**config.mk**
```make
export PLATFORM = sky130hd
export DESIGN_NAME = ccr_core_regs
export DESIGN_NICKNAME = d
export VERILOG_FILES = /design/src/hdl/ccr_pkg.sv /design/src/hdl/ccr_instr_window.sv /design/src/hdl/ccr_core_regs.sv
export VERILOG_INCLUDE_DIRS = /design/src /design/src/hdl
export SDC_FILE = /design/constraint.sdc
export NUM_CORES = 1
export LEC_CHECK = 0
export BUFFER_PORTS_ARGS = -buffer_cell sky130_fd_sc_hd__buf_4
export CAP_MARGIN = 20
export CORE_ASPECT_RATIO = 0.5
export CORE_MARGIN = 8
export CORE_UTILIZATION = 51
export CTS_CLUSTER_SIZE = 8
export DETAILED_ROUTE_END_ITERATION = 7
export PLACE_DENSITY = 0.77
export SYNTH_ARGS = -nofsm -noshare
export SYNTH_HDL_FRONTEND = slang
export SYNTH_SLANG_ARGS = --single-unit
```
**constraint.sdc**
```tcl
create_clock -name clk_sys -period 1.7 [get_ports clk_sys]
set_input_delay 0 -clock clk_sys [delete_from_list [all_inputs] [get_ports clk_sys]]
set_output_delay 0 -clock clk_sys [all_outputs]
set_load 0.005 [all_outputs]
```
**src/hdl/ccr_defines.svh**
```systemverilog
/*
  Offsets, field positions, key values and timing counts of the CPU core
  control registers. Assumes a 6-bit I/O byte address from the core.
*/
`ifndef CCR_DEFINES_SVH
`define CCR_DEFINES_SVH

// ****************************************************************
// Register offsets
// ****************************************************************
`define CCR_OFS_GUARD       6'h04
`define CCR_OFS_STACK_LOW   6'h0d
`define CCR_OFS_STACK_HIGH  6'h0e
`define CCR_OFS_FLAGS       6'h0f

// ****************************************************************
// Reset values and keys
// ****************************************************************
`define CCR_GUARD_RESET     8'h00
`define CCR_FLAGS_RESET     8'h00
`define CCR_KEY_IO_UNLOCK   8'hd8
`define CCR_KEY_SELF_PROG   8'h9d

// ****************************************************************
// Field positions
// ****************************************************************
`define CCR_GUARD_IO_BIT    0
`define CCR_GUARD_PROG_BIT  1
`define CCR_FLAG_IRQ_EN     7
`define CCR_FLAG_TRANSFER   6
`define CCR_FLAG_HALF       5
`define CCR_FLAG_SIGN       4
`define CCR_FLAG_OVF        3
`define CCR_FLAG_NEG        2
`define CCR_FLAG_ZERO       1
`define CCR_FLAG_CARRY      0

// ****************************************************************
// Timing
// ****************************************************************
`define CCR_WINDOW_INSTR    4

`endif

```
**src/hdl/ccr_pkg.sv**
```systemverilog
/*
  Types shared by the CPU core control register files.
  Assumes ccr_defines.svh supplies the numeric constants.
*/
package ccr_pkg;

  typedef enum logic [1:0]
  {
    CCR_MODE_IDLE = 2'b00,
    CCR_MODE_IO   = 2'b01,
    CCR_MODE_PROG = 2'b11
  } ccr_guard_mode_t;

  typedef logic [7:0] ccr_byte_t;
  typedef logic [5:0] ccr_addr_t;

endpackage : ccr_pkg

```
**src/hdl/ccr_instr_window.sv**
```systemverilog
/*
  Instruction-counted window: opens on start, closes after LIMIT retired
  instructions or on kill. Assumes retire pulses once per executed instruction.
*/
`timescale 1ns/1ps
`default_nettype none

module ccr_instr_window
#(
  parameter int CNT_W = 3,
  parameter int LIMIT = 4
)
(
  // Clock and reset
  input  wire logic             clk_sys,
  input  wire logic             rst_b,
  // Control
  input  wire logic             start,
  input  wire logic             retire,
  input  wire logic             kill,
  // Status
  output logic                  open_reg,
  output logic                  open_next
);

  localparam logic [CNT_W-1:0] LAST = CNT_W'(LIMIT - 1);

  logic [CNT_W-1:0] cnt_reg;
  logic [CNT_W-1:0] cnt_next;

  // ****************************************************************
  // Window counting
  // ****************************************************************
  // The key-writing instruction itself is not counted: start clears the count
  always_comb
  begin
    open_next = open_reg;
    cnt_next  = cnt_reg;
    if (start)
    begin
      open_next = 1'b1;
      cnt_next  = '0;
    end
    else if (open_reg)
    begin
      if (kill)
        open_next = 1'b0;
      else if (retire)
      begin
        cnt_next = cnt_reg + 1'b1;
        if (cnt_reg == LAST)
          open_next = 1'b0;
      end
    end
  end

  always_ff @(posedge clk_sys)
  begin
    if (!rst_b)
    begin
      open_reg <= 1'b0;
      cnt_reg  <= '0;
    end
    else
    begin
      open_reg <= open_next;
      cnt_reg  <= cnt_next;
    end
  end

  // ****************************************************************
  // Checks
  // ****************************************************************
  a_window_ends_count: assert property (
    @(posedge clk_sys) disable iff (!rst_b)
    open_reg && retire && !kill && !start && cnt_reg == LAST |=> !open_reg)
    else $error("window still open after last counted instruction");

  a_window_opens: assert property (
    @(posedge clk_sys) disable iff (!rst_b)
    start |=> open_reg && cnt_reg == '0)
    else $error("window did not open on start");

endmodule : ccr_instr_window

`default_nettype wire

```
**src/hdl/ccr_core_regs.sv**
```systemverilog
/*
  CPU core control registers: configuration change guard, stack pointer
  with byte latch, and the flag register with global interrupt enable.
  Assumes the core issues single-cycle io_wr / io_rd strobes on one clock,
  pulses instr_retire once per executed instruction and drives the ALU
  flag results together with their update strobes.
*/
`timescale 1ns/1ps
`default_nettype none

`include "ccr_defines.svh"

module ccr_core_regs
#(
  parameter int          STACK_BITS = 16,
  parameter logic [15:0] STACK_TOP  = 16'hffff
)
(
  // Clock and reset
  input  wire logic               clk_sys,
  input  wire logic               rst_b,
  // I/O register access
  input  wire ccr_pkg::ccr_addr_t io_addr,
  input  wire ccr_pkg::ccr_byte_t io_wdata,
  input  wire logic               io_wr,
  input  wire logic               io_rd,
  output ccr_pkg::ccr_byte_t      io_rdata,
  output logic                    io_wait,
  // Instruction events
  input  wire logic               instr_retire,
  input  wire logic               dmem_wr,
  input  wire logic               nvm_access,
  input  wire logic               sleep_exec,
  input  wire logic               set_irq_instr,
  input  wire logic               clear_irq_instr,
  input  wire logic               bit_store_instr,
  input  wire logic               bit_store_value,
  // ALU results
  input  wire logic               alu_update,
  input  wire logic               alu_arith,
  input  wire logic               alu_half,
  input  wire logic               alu_ovf,
  input  wire logic               alu_neg,
  input  wire logic               alu_zero,
  input  wire logic               alu_carry,
  // Stack pointer update by push, pop, call and return
  input  wire logic               core_stack_we,
  input  wire logic [15:0]        core_stack_value,
  // Status to the core
  output logic                    io_unlock,
  output logic                    self_prog_unlock,
  output logic                    irq_permit,
  output logic                    irq_enable,
  output logic                    transfer_flag,
  output ccr_pkg::ccr_byte_t      cpu_flags,
  output logic [15:0]             stack_pointer
);

  import ccr_pkg::*;

  localparam int WIN = `CCR_WINDOW_INSTR;

  // ****************************************************************
  // Helpers
  // ****************************************************************
  function automatic logic addr_hit(input ccr_addr_t a, input ccr_addr_t ofs);
    addr_hit = (a == ofs);
  endfunction : addr_hit

  // Unimplemented stack bits are dropped on store and read back as zero
  function automatic logic [15:0] stack_mask(input logic [15:0] v);
    logic [15:0] m;
    m = '0;
    m[STACK_BITS-1:0] = v[STACK_BITS-1:0];
    stack_mask = m;
  endfunction : stack_mask

  // ****************************************************************
  // Decode
  // ****************************************************************
  logic wr_guard;
  logic wr_low;
  logic wr_high;
  logic wr_flags;
  logic rd_low;
  logic key_io;
  logic key_prog;

  assign wr_guard = io_wr && addr_hit(io_addr, `CCR_OFS_GUARD);
  assign wr_low   = io_wr && addr_hit(io_addr, `CCR_OFS_STACK_LOW);
  assign wr_high  = io_wr && addr_hit(io_addr, `CCR_OFS_STACK_HIGH);
  assign wr_flags = io_wr && addr_hit(io_addr, `CCR_OFS_FLAGS);
  assign rd_low   = io_rd && addr_hit(io_addr, `CCR_OFS_STACK_LOW);
  assign key_io   = wr_guard && io_wdata == `CCR_KEY_IO_UNLOCK;
  assign key_prog = wr_guard && io_wdata == `CCR_KEY_SELF_PROG;

  // ****************************************************************
  // Configuration change guard
  // ****************************************************************
  ccr_guard_mode_t mode_reg;
  logic            guard_open_reg;
  logic            guard_open_next;
  logic            guard_kill;

  // A self-program unlock survives ordinary writes; only memory controller
  // access, sleep or an I/O key write ends it early
  always_comb
  begin
    guard_kill = nvm_access || sleep_exec;
    if (mode_reg == CCR_MODE_IO)
      guard_kill = guard_kill || io_wr || dmem_wr;
  end

  always_ff @(posedge clk_sys)
  begin
    if (!rst_b)
      mode_reg <= CCR_MODE_IDLE;
    else if (key_io)
      mode_reg <= CCR_MODE_IO;
    else if (key_prog)
      mode_reg <= CCR_MODE_PROG;
    else if (!guard_open_next)
      mode_reg <= CCR_MODE_IDLE;
  end

  ccr_instr_window
  #(
    .CNT_W (3),
    .LIMIT (WIN)
  )
  u_guard_window
  (
    .clk_sys   (clk_sys),
    .rst_b     (rst_b),
    .start     (key_io || key_prog),
    .retire    (instr_retire),
    .kill      (guard_kill),
    .open_reg  (guard_open_reg),
    .open_next (guard_open_next)
  );

  always_ff @(posedge clk_sys)
  begin
    if (!rst_b)
    begin
      io_unlock        <= 1'b0;
      self_prog_unlock <= 1'b0;
    end
    else
    begin
      io_unlock        <= guard_open_next && (key_io ||
                          (!key_prog && mode_reg == CCR_MODE_IO));
      self_prog_unlock <= guard_open_next && (key_prog ||
                          (!key_io && mode_reg == CCR_MODE_PROG));
    end
  end

  // ****************************************************************
  // Stack pointer and byte latch
  // ****************************************************************
  logic [STACK_BITS-1:0] stack_reg;
  logic [7:0]            temp_reg;
  logic                  stack_open_reg;
  logic                  stack_open_next;
  logic [15:0]           stack_now;
  logic [15:0]           stack_pair;
  logic [15:0]           stack_core;

  // Masked views, so every store and every read drops the missing bits alike
  assign stack_now  = stack_mask(16'(stack_reg));
  assign stack_pair = stack_mask({io_wdata, temp_reg});
  assign stack_core = stack_mask(core_stack_value);

  always_ff @(posedge clk_sys)
  begin
    if (!rst_b)
      temp_reg <= 8'h00;
    else if (wr_low)
      temp_reg <= io_wdata;
    else if (rd_low)
      temp_reg <= stack_now[15:8];
  end

  // A committed byte pair wins over a core update in the same cycle
  always_ff @(posedge clk_sys)
  begin
    if (!rst_b)
      stack_reg <= STACK_TOP[STACK_BITS-1:0];
    else if (wr_high)
      stack_reg <= stack_pair[STACK_BITS-1:0];
    else if (core_stack_we)
      stack_reg <= stack_core[STACK_BITS-1:0];
  end

  always_ff @(posedge clk_sys)
  begin
    if (!rst_b)
      stack_pointer <= stack_mask(STACK_TOP);
    else if (wr_high)
      stack_pointer <= stack_pair;
    else if (core_stack_we)
      stack_pointer <= stack_core;
  end

  // The low byte write itself must not end its own block window
  ccr_instr_window
  #(
    .CNT_W (3),
    .LIMIT (WIN)
  )
  u_stack_window
  (
    .clk_sys   (clk_sys),
    .rst_b     (rst_b),
    .start     (wr_low),
    .retire    (instr_retire),
    .kill      (io_wr),
    .open_reg  (stack_open_reg),
    .open_next (stack_open_next)
  );

  // ****************************************************************
  // Flag register
  // ****************************************************************
  logic [7:0] flag_reg;
  logic [7:0] flag_next;

  // Instructions and register writes never coincide; the register write
  // is placed last so it is the final word if the core ever overlaps them
  always_comb
  begin
    flag_next = flag_reg;
    if (alu_update)
    begin
      flag_next[`CCR_FLAG_NEG]   = alu_neg;
      flag_next[`CCR_FLAG_ZERO]  = alu_zero;
      flag_next[`CCR_FLAG_CARRY] = alu_carry;
      if (alu_arith)
      begin
        flag_next[`CCR_FLAG_HALF] = alu_half;
        flag_next[`CCR_FLAG_OVF]  = alu_ovf;
      end
    end
    if (bit_store_instr)
      flag_next[`CCR_FLAG_TRANSFER] = bit_store_value;
    if (set_irq_instr)
      flag_next[`CCR_FLAG_IRQ_EN] = 1'b1;
    else if (clear_irq_instr)
      flag_next[`CCR_FLAG_IRQ_EN] = 1'b0;
    if (wr_flags)
      flag_next = io_wdata;
    // No interrupt entry or return input: the enable is software-owned
    flag_next[`CCR_FLAG_SIGN] = flag_next[`CCR_FLAG_NEG]
                                ^ flag_next[`CCR_FLAG_OVF];
  end

  always_ff @(posedge clk_sys)
  begin
    if (!rst_b)
    begin
      flag_reg      <= `CCR_FLAGS_RESET;
      cpu_flags     <= `CCR_FLAGS_RESET;
      irq_enable    <= 1'b0;
      transfer_flag <= 1'b0;
    end
    else
    begin
      flag_reg      <= flag_next;
      cpu_flags     <= flag_next;
      irq_enable    <= flag_next[`CCR_FLAG_IRQ_EN];
      transfer_flag <= flag_next[`CCR_FLAG_TRANSFER];
    end
  end

  // ****************************************************************
  // Interrupt gate and wait state
  // ****************************************************************
  always_ff @(posedge clk_sys)
  begin
    if (!rst_b)
      irq_permit <= 1'b0;
    else
      irq_permit <= flag_next[`CCR_FLAG_IRQ_EN]
                    && !guard_open_next
                    && !stack_open_next;
  end

  always_ff @(posedge clk_sys)
  begin
    if (!rst_b)
      io_wait <= 1'b0;
    else
      io_wait <= wr_flags
                 && io_wdata[`CCR_FLAG_IRQ_EN] != flag_reg[`CCR_FLAG_IRQ_EN];
  end

  // ****************************************************************
  // Read data
  // ****************************************************************
  // Unmapped addresses read zero; data appear the cycle after io_rd
  always_ff @(posedge clk_sys)
  begin
    if (!rst_b)
      io_rdata <= 8'h00;
    else if (io_rd)
    begin
      case (io_addr)
        `CCR_OFS_GUARD:      io_rdata <= {6'h00, self_prog_unlock, io_unlock};
        `CCR_OFS_STACK_LOW:  io_rdata <= stack_now[7:0];
        `CCR_OFS_STACK_HIGH: io_rdata <= temp_reg;
        `CCR_OFS_FLAGS:      io_rdata <= flag_reg;
        default:             io_rdata <= 8'h00;
      endcase
    end
  end

  // ****************************************************************
  // Checks
  // ****************************************************************
  a_guard_upper_zero: assert property (
    @(posedge clk_sys) disable iff (!rst_b)
    io_rd && io_addr == `CCR_OFS_GUARD |=> io_rdata[7:2] == 6'h00)
    else $error("guard upper bits not zero");

  a_key_io_opens: assert property (
    @(posedge clk_sys) disable iff (!rst_b)
    key_io |=> io_unlock && !self_prog_unlock)
    else $error("io key did not unlock");

  a_key_prog_opens: assert property (
    @(posedge clk_sys) disable iff (!rst_b)
    key_prog |=> self_prog_unlock && !io_unlock)
    else $error("self program key did not unlock");

  a_unlock_blocks_irq: assert property (
    @(posedge clk_sys) disable iff (!rst_b)
    (io_unlock || self_prog_unlock) |-> !irq_permit)
    else $error("interrupt permitted during unlock");

  a_io_write_ends: assert property (
    @(posedge clk_sys) disable iff (!rst_b)
    io_unlock && dmem_wr && !wr_guard |=> !io_unlock)
    else $error("io unlock survived a data write");

  a_stack_reset_top: assert property (
    @(posedge clk_sys) disable iff (!rst_b)
    $rose(rst_b) |-> stack_pointer == stack_mask(STACK_TOP))
    else $error("stack pointer not at top after reset");

  a_stack_pair_commit: assert property (
    @(posedge clk_sys) disable iff (!rst_b)
    wr_low ##1 (wr_high && !wr_low)
    |=> stack_pointer == stack_mask({$past(io_wdata), $past(io_wdata, 2)}))
    else $error("byte pair not committed together");

  a_stack_read_latch: assert property (
    @(posedge clk_sys) disable iff (!rst_b)
    rd_low && !wr_low ##1 (io_rd && io_addr == `CCR_OFS_STACK_HIGH && !wr_high)
    |=> io_rdata == $past(stack_pointer[15:8], 2))
    else $error("high byte read not from latch");

  a_low_write_blocks: assert property (
    @(posedge clk_sys) disable iff (!rst_b)
    wr_low |=> !irq_permit)
    else $error("interrupt permitted after low byte write");

  a_sign_is_xor: assert property (
    @(posedge clk_sys) disable iff (!rst_b)
    cpu_flags[`CCR_FLAG_SIGN] == (cpu_flags[`CCR_FLAG_NEG] ^ cpu_flags[`CCR_FLAG_OVF]))
    else $error("sign flag not negative xor overflow");

  a_enable_wait: assert property (
    @(posedge clk_sys) disable iff (!rst_b)
    wr_flags && io_wdata[7] != irq_enable |=> io_wait ##1 !io_wait)
    else $error("enable change without one wait cycle");

  a_enable_gates: assert property (
    @(posedge clk_sys) disable iff (!rst_b)
    !irq_enable |-> !irq_permit)
    else $error("interrupt permitted with enable clear");

endmodule : ccr_core_regs

`default_nettype wire

```
==> flow_summary.yaml <==
status:
  status: "finished, final reports clean"
global_route:
  met1_usage: 0.236
  grt_pass1_wl_um: 13500
  antenna_found_initial: 0
  grt_max_degree: 47
  busiest_layer: "met2"
  met2_usage: 0.390
  overflow: 0
  grtUsageTotal: 0.205
  grt_pass1_vias: 2770
  met3_usage: 0.0453
clock_tree:
  h-tree-depth: 2
  cts-buffers-inserted: 5
  cts.sinks: 54
  clockRootBuffer: "clkbuf_8"
  cts_tree: "yes"
  path_clk_slew_ns: 0.10
  insertion_delay_ns: 0.31
  cts_setup_buffers: 0
  clockBufferDepth: 2
place:
  place_inst: 460
  dp_hpwl_um: 6130
  pre_cts_ws_ns: 0.280
  gp_congestion: 0.909
  port_buffers: 87
critical_path:
  critical-path-slowest-cell: "dlygate4sd3_1"
  path_cells: "buf_4 -> and4bb_2 -> nor4b_4 -> buf_4 -> a211oi_1 -> o21ai_1 -> dlygate4sd3_1"
  max_stage_delay_ns: 0.56
  r2r_end: "stack_pointer[13]$_SDFFE_PN1P_"
  ff2ff_path_depth: 4
  cp_common_cell: "buf_4"
  path_buf_inv: 3
  crit_path_end_kind: "flip-flop"
  cp.required_ns: 1.96
  setup.worst_path.class: "input port to flip-flop"
  cp.depth: 7
  r2r-start: "stack_pointer[13]$_SDFFE_PN1P_"
  critPathMaxFanout: 16
  crit_start: "io_addr[4]"
  reg2reg_slack_ns: 0.27
  start_kind: "input port"
  cp.arrival_ns: 1.80
  cp_top_family: "buffers and inverters"
  crit_end: "stack_pointer[13]$_SDFFE_PN1P_"
drt:
  vias: 2740
  wl_um: 8500
  ant_nets: 0
  wire_per_inst_um: 17.3
  initialDrtViolationCount: 181
  first_pass_iters: 4
  drc: 0
  routed_via_density: 5.57
die:
  die-area_um2: 8160
  ioPinCount: 88
  rows: 19
  start_util: 0.516
  chipWidth_um: 120
  design.core.area_um2: 5350
  die_h_um: 68.0
sta:
  hold_ws_ns: 0.0167
  finalSetupViolCount: 0
  hold_viol: 0
  fin_crit_ns: 1.54
  fmax_mhz: 647
  setup_tns_ns: 0
  max_slew_margin: 0.608
  worst_slack_ns: 0.155
  finalClockSkew_ns: 0.00847
  maxSlewViolCount: 0
  rsz0062_at_grt: "no"
  period_share: 0.909
  max_slew.worst_pin.slew_ns: 0.587
layout:
  final_nets: 472
  largest_register_ffs: 16
  fin_cells: 492
  drive_above_1_share: 0.282
  diodes: 0
  area_delta_synth_final_pct: 37.2
yosys:
  synth_top_cell_area_share: 0.392
  synthTopCellsByArea: "dfxtp_1, nor2b_1, mux2i_1"
  ys.flop_type: "dfxtp_1"
  synthesis.area_um2: 2760
  synth.net_count: 369
  ys_types: 48
  synth_edf_count: 0
  synthCells: 315
  syn_area_per_cell_um2: 8.76
  yosys.cell_count.top_type: "dfxtp_1"
  seq_area_frac_synth: 0.392
  synthTopCellsByCount: "dfxtp_1, nor2_1, nand2_1, nor2b_1, o21ai_0"
  ys_warn_count: 0
  synth_top_cell_by_area: "dfxtp_1"
  async_flop_share: 0
  ys_ff_latch: 54
job:
  drv_cap: 0
worst_hold_path:
  hold_path.class: "input port to flip-flop"
power:
  irDropWorstVdd_uv: 389
  power_w: 0.00269
  power.density_nw_per_um2: 711
  leakage_nw: 1.66
==> kinds of logic after synthesis <==
kind of cell    count (synthesis)  share of synthesized area
compound gates                 96                      0.243
xor+xnor                        5                     0.0159
fa+ha+maj                       4                     0.0181
buf+inv                        27                     0.0508
flops                          54                      0.392
mux                            15                     0.0553
simple gates                  114                      0.225
==> worst register-to-register path: cells and delay by family, from the launching register on <==
family | cells | cell delay [ns]
AND/OR/NAND/NOR | 1 | 0.13
buffers and inverters | 1 | 0.58
AO/OA/AOI/OAI | 2 | 0.28
flip-flops | 1 | 0.33
==> worst min-delay path by stage <==
| stage | start | endpoint | slack [ns] | cells after the start |
|---|---|---|---|---|
| 4_1_cts | io_addr[1] | io_rdata[0]$_SDFFE_PN0P_ | 0.008 | 3 |
| 5_1_grt | core_stack_value[2] | stack_pointer[2]$_SDFFE_PN1P_ | 0.004 | 3 |
| 6_report | core_stack_value[2] | stack_pointer[2]$_SDFFE_PN1P_ | 0.02 | 3 |
| 3_3_place_gp | instr_retire | u_stack_window.cnt_reg[2]$_SDFFE_PP0P_ | 0.27 | 2 |
| 3_5_place_dp | instr_retire | u_stack_window.cnt_reg[2]$_SDFFE_PP0P_ | 0.28 | 2 |
| 2_1_floorplan | instr_retire | u_stack_window.cnt_reg[2]$_SDFFE_PP0P_ | 0.12 | 1 |
==> metal layers <==
metal | part of all wire | vias up
li1 | - | 1335
met1 | 0.41 | 1309
met2 | 0.50 | 85
met3 | 0.075 | 11
met4 | 0.012 | 0
met5 | 0 | -
==> final cells by class <==
cell class,count,area (µm²)
multi-input combinational,234,1540
tap,73,91.3
inverter,5,18.8
timing repair buffer,118,946
fill,439,1560
sequential,54,1080
clock buffer,6,72.6
clock inverter,2,37.5
==> layout by cell type (no fill, tap or decap), types with 10 or more instances in the layout <==
cell type,count
dfxtp_1,54
o21ai_0,18
nand2b_1,10
a21oi_1,15
buf_4,94
dlygate4sd3_1,24
nor2_1,32
mux2i_1,13
a211oi_1,17
nand2_1,23
o21ai_1,12
nor2b_1,23
==> stage by stage <==
stage / area (µm²) / util
final: 3780 / 0.708
after CTS: 3780 / 0.708
after detailed placement: 3430 / 0.642
after global routing: 3780 / 0.708
after floorplan: 2760 / -
after global placement: 3430 / 0.642
==> power breakdown <==
part           internal (W)  total, W  switching (W)  leakage [nW]
Combinational      0.000259  0.000466       0.000207          1.17
Clock              0.000440  0.000881       0.000440        0.0514
Sequential          0.00131   0.00134      0.0000348         0.442
Total               0.00201   0.00269       0.000682          1.66
==> repair_timing <==
item | CTS | global route
setup endpoints to repair | 0 | 1
gates resized for setup | 0 | 1
hold buffers | 24 | 0
endpoints found under the hold margin | 22 | 0
Power figures use the tool's default switching activity.
